[src/rtl/sbas_pkg.sv]
// Constants and types shared by the brake and fault sequencer
package sbas_pkg;
  localparam int unsigned CLK_HZ            = 25000000;
  localparam int unsigned TICK_MS           = 10;
  localparam int unsigned TICK_CYCLES       = CLK_HZ / 1000 * TICK_MS;
  localparam int unsigned TICK_W            = 18;
  localparam logic [5:0]  OFF_DELAY_MAX     = 6'h32;
  localparam logic [5:0]  OFF_DELAY_DEF     = 6'h00;
  localparam logic [6:0]  WAIT_MAX          = 7'h64;
  localparam logic [6:0]  WAIT_DEF          = 7'h32;
  localparam logic [13:0] SPEED_LEVEL_MAX   = 14'h2710;
  localparam logic [13:0] SPEED_LEVEL_DEF   = 14'h0064;
  localparam logic [2:0]  ENABLE_MAP_INPUT  = 3'h0;
  localparam logic [2:0]  ENABLE_MAP_ALWAYS = 3'h7;
  localparam logic [1:0]  PLACE_NONE        = 2'h0;
  localparam logic [1:0]  PLACE_ONE         = 2'h1;
  localparam logic [1:0]  PLACE_TWO         = 2'h2;
  localparam logic [1:0]  PLACE_THREE       = 2'h3;
  localparam logic [2:0]  FAULT_CODE_NONE   = 3'h0;

  typedef enum logic [1:0] {
    SBAS_RUN      = 2'b00,
    SBAS_STOPWAIT = 2'b01,
    SBAS_RUNWAIT  = 2'b10,
    SBAS_OFF      = 2'b11
  } sbas_state_e;
endpackage

[src/rtl/sbas_tick_counter.sv]
// Down counter of 10 ms ticks with load and expiry flag
`timescale 1ns/1ps
`default_nettype none
module sbas_tick_counter (
  input  wire logic       clk_i,
  input  wire logic       rst_i,
  input  wire logic       load_i,
  input  wire logic [6:0] count_i,
  input  wire logic       tick_i,
  output logic            done_o
);
  logic [6:0] cnt_reg;
  logic       done_reg;
  wire  logic dec_hit = tick_i && (cnt_reg != 7'h00);

  // Load wins over counting so a new turn-off restarts the wait
  always_ff @(posedge clk_i) begin
    if (rst_i || load_i) begin
      cnt_reg  <= rst_i ? 7'h00 : count_i;
      done_reg <= rst_i ? 1'b0 : (count_i == 7'h00);
    end else if (dec_hit) begin
      cnt_reg  <= cnt_reg - 7'h01;
      done_reg <= (cnt_reg == 7'h01);
    end
  end
  assign done_o = done_reg;
endmodule
`default_nettype wire

[src/rtl/sbas_sequencer.sv]
// Holding-brake and fault-output sequencer of a servo amplifier
// Function
// - Brake release output low releases brake, high applies it.
// - Placement setting routes brake signal to no output or output one to three.
// - Output circuit is the OR of all signals assigned to it.
// - Standstill turn-off delays motor stop after brake by 0..50 ticks of 10 ms.
// - Delay zero stops motor in the same cycle the brake applies.
// - Standstill delay only at rest; moving turn-off uses speed and wait settings.
// - Alarm stops motor output at once, ignoring the standstill delay.
// - Moving turn-off applies brake when speed drops below level setting.
// - Moving turn-off also applies brake after wait time, whichever first.
// - Speed level above motor maximum is clamped to the maximum.
// - Running brake timing applies for enable removal and for alarms.
// - Fault output low when normal, high once an alarm is detected.
// - Three fault code outputs identify the latched alarm type.
// - Fault clear input clears a latched alarm.
// - Removal of control power clears all alarms.
// - Panel or handheld command also clears alarms.
// - Encoder alarms may stay latched until power is cycled.
// - Enable low runs motor, enable high keeps motor off unless enable map is 7.
// - Motor output turns off on enable removal, alarm or power loss.
// - Enable map 7 forces drive enabled; map 0 uses the input.
`timescale 1ns/1ps
`default_nettype none
module sbas_sequencer (
  input  wire logic        clk_i,
  input  wire logic        rst_i,
  input  wire logic        drive_enable_n_i,
  input  wire logic [2:0]  enable_input_map_i,
  input  wire logic        fault_clear_in_i,
  input  wire logic        panel_clear_i,
  input  wire logic        alarm_detect_i,
  input  wire logic [2:0]  alarm_type_i,
  input  wire logic        alarm_is_encoder_i,
  input  wire logic [13:0] motor_speed_i,
  input  wire logic [13:0] motor_max_speed_i,
  input  wire logic        motor_stopped_i,
  input  wire logic [5:0]  brake_to_off_delay_i,
  input  wire logic [13:0] brake_speed_level_i,
  input  wire logic [6:0]  brake_wait_time_i,
  input  wire logic [1:0]  brake_output_place_i,
  input  wire logic [2:0]  other_out_active_i,
  output logic             motor_output_on_o,
  output logic             brake_release_out_o,
  output logic [2:0]       output_circuit_n_o,
  output logic             fault_out_n_o,
  output logic             fault_code_bit_one_o,
  output logic             fault_code_bit_two_o,
  output logic             fault_code_bit_three_o
);
  sbas_pkg::sbas_state_e state_reg;
  sbas_pkg::sbas_state_e state_next;
  logic [sbas_pkg::TICK_W-1:0] presc_reg;
  logic        tick_reg;
  logic        fault_reg;
  logic        enc_fault_reg;
  logic [2:0]  code_reg;
  logic        motor_reg;
  logic        release_reg;
  logic [2:0]  circ_n_reg;
  logic        wait_done;
  logic        delay_done;

  // Prescaler for the 10 ms time base
  wire logic presc_end =
    (presc_reg == sbas_pkg::TICK_W'(sbas_pkg::TICK_CYCLES - 1));
  always_ff @(posedge clk_i) begin
    if (rst_i || presc_end) begin
      presc_reg <= '0;
    end else begin
      presc_reg <= presc_reg + 1'b1;
    end
  end
  always_ff @(posedge clk_i) begin
    tick_reg <= !rst_i && presc_end;
  end

  // Enable qualification; map 7 means permanently enabled
  wire logic enable_req = (enable_input_map_i == sbas_pkg::ENABLE_MAP_ALWAYS)
                          || !drive_enable_n_i;

  // Alarm latch: detection beats clear; encoder alarms ignore the pin clear
  wire logic clear_pin  = fault_clear_in_i || panel_clear_i;
  wire logic clear_ok   = clear_pin && !(enc_fault_reg || alarm_is_encoder_i);
  wire logic fault_next = alarm_detect_i || (fault_reg && !clear_ok);
  // Reset stands for loss of control power and clears everything
  always_ff @(posedge clk_i) begin
    if (rst_i) begin
      fault_reg     <= 1'b0;
      enc_fault_reg <= 1'b0;
      code_reg      <= sbas_pkg::FAULT_CODE_NONE;
    end else begin
      fault_reg     <= fault_next;
      enc_fault_reg <= (alarm_detect_i && alarm_is_encoder_i) ||
                       (enc_fault_reg && !(alarm_detect_i && !alarm_is_encoder_i));
      if (alarm_detect_i && !fault_reg) begin
        code_reg <= alarm_type_i;
      end else if (!fault_next) begin
        code_reg <= sbas_pkg::FAULT_CODE_NONE;
      end
    end
  end

  // Turn-off request: enable removed or an alarm pending
  wire logic off_req   = !enable_req || fault_reg || alarm_detect_i;
  wire logic alarm_now = fault_reg || alarm_detect_i;

  // Clamp speed level to the motor maximum
  wire logic [13:0] level_eff = (brake_speed_level_i > motor_max_speed_i) ?
                                motor_max_speed_i : brake_speed_level_i;
  wire logic        below_lvl = (motor_speed_i < level_eff);

  // Clamp settings to their documented ranges
  wire logic [6:0] wait_set  = (brake_wait_time_i > sbas_pkg::WAIT_MAX) ?
                               sbas_pkg::WAIT_MAX : brake_wait_time_i;
  wire logic [5:0] delay_set = (brake_to_off_delay_i > sbas_pkg::OFF_DELAY_MAX) ?
                               sbas_pkg::OFF_DELAY_MAX : brake_to_off_delay_i;

  wire logic leave_run  = (state_reg == sbas_pkg::SBAS_RUN) && off_req;
  wire logic load_wait  = leave_run && !motor_stopped_i;
  wire logic load_delay = leave_run && motor_stopped_i && !alarm_now;

  sbas_tick_counter u_wait (
    .clk_i   (clk_i),
    .rst_i   (rst_i),
    .load_i  (load_wait),
    .count_i (wait_set),
    .tick_i  (tick_reg),
    .done_o  (wait_done)
  );

  sbas_tick_counter u_delay (
    .clk_i   (clk_i),
    .rst_i   (rst_i),
    .load_i  (load_delay),
    .count_i ({1'b0, delay_set}),
    .tick_i  (tick_reg),
    .done_o  (delay_done)
  );

  // Sequencer next state
  always_comb begin
    state_next = state_reg;
    unique case (state_reg)
      sbas_pkg::SBAS_RUN: begin
        if (off_req) begin
          if (!motor_stopped_i) begin
            state_next = sbas_pkg::SBAS_RUNWAIT;
          end else if (alarm_now || (delay_set == 6'h00)) begin
            state_next = sbas_pkg::SBAS_OFF;
          end else begin
            state_next = sbas_pkg::SBAS_STOPWAIT;
          end
        end
      end
      sbas_pkg::SBAS_STOPWAIT: begin
        if (alarm_now || delay_done) begin
          state_next = sbas_pkg::SBAS_OFF;
        end
      end
      sbas_pkg::SBAS_RUNWAIT: begin
        if (below_lvl || wait_done) begin
          state_next = sbas_pkg::SBAS_OFF;
        end
      end
      sbas_pkg::SBAS_OFF: begin
        if (!off_req) begin
          state_next = sbas_pkg::SBAS_RUN;
        end
      end
    endcase
  end

  // Motor output and brake per state; alarm cuts motor power at once
  wire logic motor_next   = (state_next == sbas_pkg::SBAS_RUN) ||
                            ((state_next == sbas_pkg::SBAS_STOPWAIT) && !alarm_now);
  wire logic release_next = (state_next == sbas_pkg::SBAS_RUN) ||
                            (state_next == sbas_pkg::SBAS_RUNWAIT);

  // Placement decode, then OR with other signals on each circuit, active low
  wire logic [2:0] brake_sel = {brake_output_place_i == sbas_pkg::PLACE_THREE,
                                brake_output_place_i == sbas_pkg::PLACE_TWO,
                                brake_output_place_i == sbas_pkg::PLACE_ONE};
  wire logic [2:0] circ_next = ~((brake_sel & {3{release_next}}) |
                                 other_out_active_i);

  always_ff @(posedge clk_i) begin
    if (rst_i) begin
      state_reg   <= sbas_pkg::SBAS_OFF;
      motor_reg   <= 1'b0;
      release_reg <= 1'b1;
      circ_n_reg  <= 3'h7;
    end else begin
      state_reg   <= state_next;
      motor_reg   <= motor_next;
      release_reg <= !release_next;
      circ_n_reg  <= circ_next;
    end
  end

  assign motor_output_on_o      = motor_reg;
  assign brake_release_out_o    = release_reg;
  assign output_circuit_n_o     = circ_n_reg;
  assign fault_out_n_o          = fault_reg;
  assign fault_code_bit_one_o   = code_reg[0];
  assign fault_code_bit_two_o   = code_reg[1];
  assign fault_code_bit_three_o = code_reg[2];

  a_alarm_stops_motor: assert property (@(posedge clk_i) disable iff (rst_i)
    alarm_detect_i |=> !motor_output_on_o)
    else $error("motor on after alarm");
  a_fault_sticks: assert property (@(posedge clk_i) disable iff (rst_i)
    alarm_detect_i |=> fault_out_n_o)
    else $error("fault out not set");
  a_clear_works: assert property (@(posedge clk_i) disable iff (rst_i)
    fault_reg && !alarm_detect_i && fault_clear_in_i && !enc_fault_reg
    && !alarm_is_encoder_i |=> !fault_out_n_o)
    else $error("fault not cleared");
  a_enc_latched: assert property (@(posedge clk_i) disable iff (rst_i)
    enc_fault_reg && !alarm_detect_i |=> fault_out_n_o)
    else $error("encoder fault cleared");
  a_run_brake_free: assert property (@(posedge clk_i) disable iff (rst_i)
    motor_output_on_o |-> !brake_release_out_o || (state_reg == sbas_pkg::SBAS_STOPWAIT))
    else $error("motor runs on brake");
  a_zero_delay_same: assert property (@(posedge clk_i) disable iff (rst_i)
    (state_reg == sbas_pkg::SBAS_RUN) && off_req && motor_stopped_i
    && (delay_set == 6'h00) |=> !motor_output_on_o && brake_release_out_o)
    else $error("zero delay not simultaneous");
  a_speed_brake: assert property (@(posedge clk_i) disable iff (rst_i)
    (state_reg == sbas_pkg::SBAS_RUNWAIT) && below_lvl |=> brake_release_out_o)
    else $error("brake not applied below level");
  a_map_force: assert property (@(posedge clk_i) disable iff (rst_i)
    (enable_input_map_i == sbas_pkg::ENABLE_MAP_ALWAYS) && !alarm_detect_i && !fault_reg
    && (state_reg == sbas_pkg::SBAS_OFF) |=> motor_output_on_o)
    else $error("forced enable ignored");
  a_place_none: assert property (@(posedge clk_i) disable iff (rst_i)
    (brake_output_place_i == sbas_pkg::PLACE_NONE) |=> output_circuit_n_o ==
    ~$past(other_out_active_i))
    else $error("brake leaked to output");
  // Power loss leaves the brake applied and the motor unpowered
  a_reset_safe: assert property (@(posedge clk_i)
    rst_i |=> brake_release_out_o && !motor_output_on_o)
    else $error("reset state unsafe");
  // Power loss clears the fault output and code bits one and two
  a_reset_fault_clr: assert property (@(posedge clk_i)
    rst_i |=> !fault_out_n_o && !fault_code_bit_one_o && !fault_code_bit_two_o)
    else $error("reset left fault set");
  // Panel clear works like the pin clear
  a_panel_clear: assert property (@(posedge clk_i) disable iff (rst_i)
    fault_reg && !alarm_detect_i && panel_clear_i && !enc_fault_reg
    && !alarm_is_encoder_i |=> !fault_out_n_o)
    else $error("panel clear ignored");
  // First alarm latches its type onto the code outputs
  a_code_latch: assert property (@(posedge clk_i) disable iff (rst_i)
    alarm_detect_i && !fault_reg |=> {fault_code_bit_three_o, fault_code_bit_two_o,
    fault_code_bit_one_o} == $past(alarm_type_i))
    else $error("alarm code not latched");
  // Later alarms must not overwrite the code of the first one
  a_code_holds: assert property (@(posedge clk_i) disable iff (rst_i)
    fault_reg && fault_next |=> $stable({fault_code_bit_three_o, fault_code_bit_two_o,
    fault_code_bit_one_o}))
    else $error("alarm code changed");
  // Off state means brake applied and motor unpowered
  a_off_outputs: assert property (@(posedge clk_i) disable iff (rst_i)
    (state_reg == sbas_pkg::SBAS_OFF) |-> brake_release_out_o && !motor_output_on_o)
    else $error("off state outputs wrong");
  // Moving turn-off cuts the motor but keeps the brake released
  a_runwait_outputs: assert property (@(posedge clk_i) disable iff (rst_i)
    (state_reg == sbas_pkg::SBAS_RUNWAIT) |-> !motor_output_on_o && !brake_release_out_o)
    else $error("running wait outputs wrong");
  // Standstill delay holds the brake applied while the motor stays on
  a_stopwait_brake: assert property (@(posedge clk_i) disable iff (rst_i)
    (state_reg == sbas_pkg::SBAS_STOPWAIT) |-> brake_release_out_o)
    else $error("brake released during delay");
  // Wait expiry applies the brake even above the speed level
  a_wait_expiry: assert property (@(posedge clk_i) disable iff (rst_i)
    (state_reg == sbas_pkg::SBAS_RUNWAIT) && wait_done |=> brake_release_out_o)
    else $error("brake not applied after wait");
  // Delay expiry stops the motor
  a_delay_expiry: assert property (@(posedge clk_i) disable iff (rst_i)
    (state_reg == sbas_pkg::SBAS_STOPWAIT) && delay_done |=> !motor_output_on_o)
    else $error("motor on after delay");
  // A level set above maximum still brakes once below the maximum
  a_level_clamp: assert property (@(posedge clk_i) disable iff (rst_i)
    (state_reg == sbas_pkg::SBAS_RUNWAIT) && (motor_speed_i < motor_max_speed_i)
    && (motor_speed_i < brake_speed_level_i) |=> brake_release_out_o)
    else $error("clamped level ignored");
  // Enable with no alarm restarts the motor and frees the brake
  a_enable_run: assert property (@(posedge clk_i) disable iff (rst_i)
    (state_reg == sbas_pkg::SBAS_OFF) && enable_req && !alarm_now
    |=> motor_output_on_o && !brake_release_out_o)
    else $error("enable did not run motor");
  // Placement one routes the released brake onto circuit one
  a_route_one: assert property (@(posedge clk_i) disable iff (rst_i)
    (brake_output_place_i == sbas_pkg::PLACE_ONE) && release_next |=> !output_circuit_n_o[0])
    else $error("brake not on circuit one");
  // Tick is a single-cycle strobe so counters step once per period
  a_tick_single: assert property (@(posedge clk_i) disable iff (rst_i)
    tick_reg |=> !tick_reg)
    else $error("tick longer than one cycle");
  // A zero wait expires at once after the turn-off
  a_wait_zero: assert property (@(posedge clk_i) disable iff (rst_i)
    load_wait && (wait_set == 7'h00) |=> wait_done)
    else $error("zero wait not immediate");
endmodule
`default_nettype wire

[config.mk]
export PLATFORM = sky130hd
export DESIGN_NAME = sbas_sequencer
export DESIGN_NICKNAME = d
export VERILOG_FILES = /design/src/rtl/sbas_pkg.sv /design/src/rtl/sbas_tick_counter.sv /design/src/rtl/sbas_sequencer.sv
export SDC_FILE = /design/constraint.sdc
export NUM_CORES = 1
export LEC_CHECK = 0
export BUFFER_PORTS_ARGS = -buffer_cell sky130_fd_sc_hd__buf_2
export CORE_MARGIN = 2
export CORE_UTILIZATION = 55
export CTS_BUF_LIST = sky130_fd_sc_hd__clkbuf_2 sky130_fd_sc_hd__clkbuf_4 sky130_fd_sc_hd__clkbuf_8
export DETAILED_ROUTE_END_ITERATION = 6
export GPL_TIMING_DRIVEN = 0
export PLACE_DENSITY = 0.84
export SLEW_MARGIN = 20
export SYNTH_ARGS = -nofsm -noshare
export SYNTH_HDL_FRONTEND = slang
export SYNTH_SLANG_ARGS = --single-unit
[constraint.sdc]
create_clock -name clk_i -period 3.83 [get_ports clk_i]
set_input_delay 0.1915 -clock clk_i [delete_from_list [all_inputs] [get_ports clk_i]]
set_output_delay 0.1915 -clock clk_i [all_outputs]
set_load 0.01 [all_outputs]
==> impl_metrics.json <==
{
  "status": "finished, final reports clean",
  "fmax_mhz": 284,
  "cp.required_ps": 4060,
  "n_fill_cell": 462,
  "drcViolationCount": 0,
  "antenna_found_initial": 0,
  "grt_pass1_vias": 2846,
  "num_antenna_cells": 0,
  "dp_hpwl_um": 5920,
  "wl_per_cell_um": 14.1,
  "num_io_pins": 83,
  "worst_path_largest_cell_delay_ps": 430,
  "cts-root-buf": "clkbuf_8",
  "clockBufferDepth": 2,
  "fin_crit_ps": 3520,
  "port_buffers": 81,
  "postSynthCellCount": 374,
  "ant_nets": 0,
  "synth_area_leaders": "dfxtp_1, edfxtp_1, ha_1",
  "htreeDepth": 2,
  "grt_start_max_net_pins": 16,
  "fin_hold_ws_ps": 151,
  "irDropWorstVdd_mv": 0.220,
  "start_util_pct": 57.9,
  "tns_ps": 0,
  "path_cells": "buf_2, inv_1, ha_1, nand4_1, nor2_1, o31ai_1, a21oi_2, buf_2, mux2i_1, ha_1, a21oi_1, o21ai_0, o21ai_0, a211oi_1, or2_2, a21boi_1",
  "cts_hold_buffers": 0,
  "cts_resized": 0,
  "cp_slowest_cell": "a21oi_2",
  "rsz0062_at_grt": "false",
  "nets": 570,
  "final_area_sq_mm": 0.00386,
  "ys_seq_area_share_pct": 33.9,
  "synth_seq_cells": 47,
  "drv_slew": 0,
  "cts_setup_buffers": 0,
  "die_area_sq_mm": 0.00654,
  "p_leak_nw": 1.77,
  "yosysWarnings": 0,
  "synth_edf_count": 16,
  "areaGrowthSynthToFinish_pct": 18.7,
  "syn_area_sq_mm": 0.00325,
  "via_count": 2988,
  "finClkSkew_ps": 10.7,
  "endpoint_kind": "flip-flop",
  "power_density_mw_per_mm2": 312,
  "drt_iter0_markers": 173,
  "vias_per_cell": 5.59,
  "period_share_pct": 91.9,
  "reg2reg_setup_slack_ps": 1570,
  "clk_latency_ps": 310,
  "critical_path_class": "input pin to flip-flop",
  "path_clk_slew_ps": 90,
  "avgSynthCellArea_sq_um": 8.68,
  "place.gp.congestion": 0.833,
  "cts_tree": "done",
  "fp.dieW_um": 80.9,
  "synthFlopType": "dfxtp_1",
  "die_h_um": 80.9,
  "syn_nets": 482,
  "drive_gt1_share_pct": 22.9,
  "track_usage_pct": 24.0,
  "cp-start-kind": "input pin",
  "async_reset_ff_share_pct": 0,
  "first_pass_iters": 5,
  "crit_arrival_ps": 3750,
  "drt-total-wl_um": 7550,
  "dpl_cell_area_sq_mm": 0.00374,
  "clock-sinks": 47,
  "hp-class": "input pin to flip-flop",
  "synth.distinct_cells": 54,
  "largest_register_ffs": 18,
  "synth_top_area_share_pct": 19.1,
  "max-cap-violations": 0,
  "fp.coreArea_sq_mm": 0.00561,
  "worstMarginPinSlew_ps": 736,
  "cts_inserted_buffers": 5,
  "synth_top_cell_by_area": "dfxtp_1",
  "overflow": 0,
  "max_slew_margin_pct": 50.5,
  "final-hold-violation-count": 0,
  "grt_pass1_wl_um": 12400,
  "core.rowCount": 27,
  "setup_viol": 0,
  "cp_max_fo": 10
}
[power breakdown]
group	total [mW]	internal, mW	switching (mW)
registers	0.562	0.544	0.0184
clock network	0.367	0.194	0.172
logic	0.276	0.128	0.148
total	1.20	0.866	0.339
[worst max-delay path: cells and delay by family]
family / cells / cell delay (ps)
buf+inv: 3 / 520
compound gates: 7 / 1480
simple gates: 3 / 690
fa+ha+maj: 2 / 580
mux: 1 / 270
[synthesized netlist by cell type, drive strengths merged, types with 2 or more instances]
cell type  instances
nor2              54
nand4              9
buf                5
dfxtp             31
clkbuf             5
xnor2             15
o22ai              3
nand2             23
a21oi             24
nor4               4
or2                4
edfxtp            16
xor2              11
inv               30
and3               9
o21ai              8
nor3              10
a21boi             4
nand3             12
mux2i             14
nand2b             3
ha                34
a211oi             9
mux2               3
a31oi              4
or3                5
nor3b              2
a22oi              4
[routing by layer]
metal,global-route usage (%),share of wire (%),vias up
met5,0,0,-
met3,4.89,6.6,8
met2,42.4,50,94
met1,28.6,42,1376
li1,-,-,1510
met4,9.15,1.3,0
[cells by family (layout without fill, tap and decap cells)]
family	count (synthesis)	count (layout)	synth area share, %
mux	17	17	5.35
compound gates	67	67	13.9
buf+inv	40	129	5.28
flops	47	47	33.9
xor+xnor	26	26	7.01
fa+ha+maj	34	34	13.1
simple gates	143	143	21.5
[placed cells by master (no fill, tap or decap), types with 10 or more instances in the layout]
cell / Yosys / final
a21oi_1: 23 / 23
buf_2: 2 / 83
dfxtp_1: 31 / 31
edfxtp_1: 16 / 16
ha_1: 34 / 34
inv_1: 30 / 30
mux2i_1: 14 / 14
nand2_1: 23 / 23
nand3_1: 12 / 12
nor2_1: 54 / 54
nor3_1: 10 / 10
xnor2_1: 15 / 15
xor2_1: 11 / 11
[metrics by stage]
stage,setup slack (ps),power (mW),std cells,util [%]
after detailed placement,13.3,0.846,527,66.8
after global routing,43.8,1.27,535,68.8
after floorplan,781,0.748,374,-
final,310,1.20,535,68.8
after global placement,292,0.833,527,66.8
after CTS,316,1.21,535,68.8
[final timing paths]
check | startpoint | to | depth (start not counted)
setup / recovery | motor_max_speed_i[13] | brake_release_out_o | 16
hold / removal | alarm_is_encoder_i | flip-flop | 3
setup reg to reg | fault_out_n_o | u_delay.cnt_reg[5] | 6
hold reg to reg | presc_reg[0] | presc_reg[0] | 1
[area by class of cell]
type,instances,area [sq um],area share [%]
Multi-Input combinational cell,287,1980,51.2
Sequential cell,47,1100,28.6
Timing Repair Buffer,81,405,10.5
Inverter,30,113,2.92
Tap cell,72,90.1,2.34
Clock buffer,5,68.8,1.78
Buffer,10,58.8,1.52
Clock inverter,3,43.8,1.14
Power figures use the tool's default switching activity.
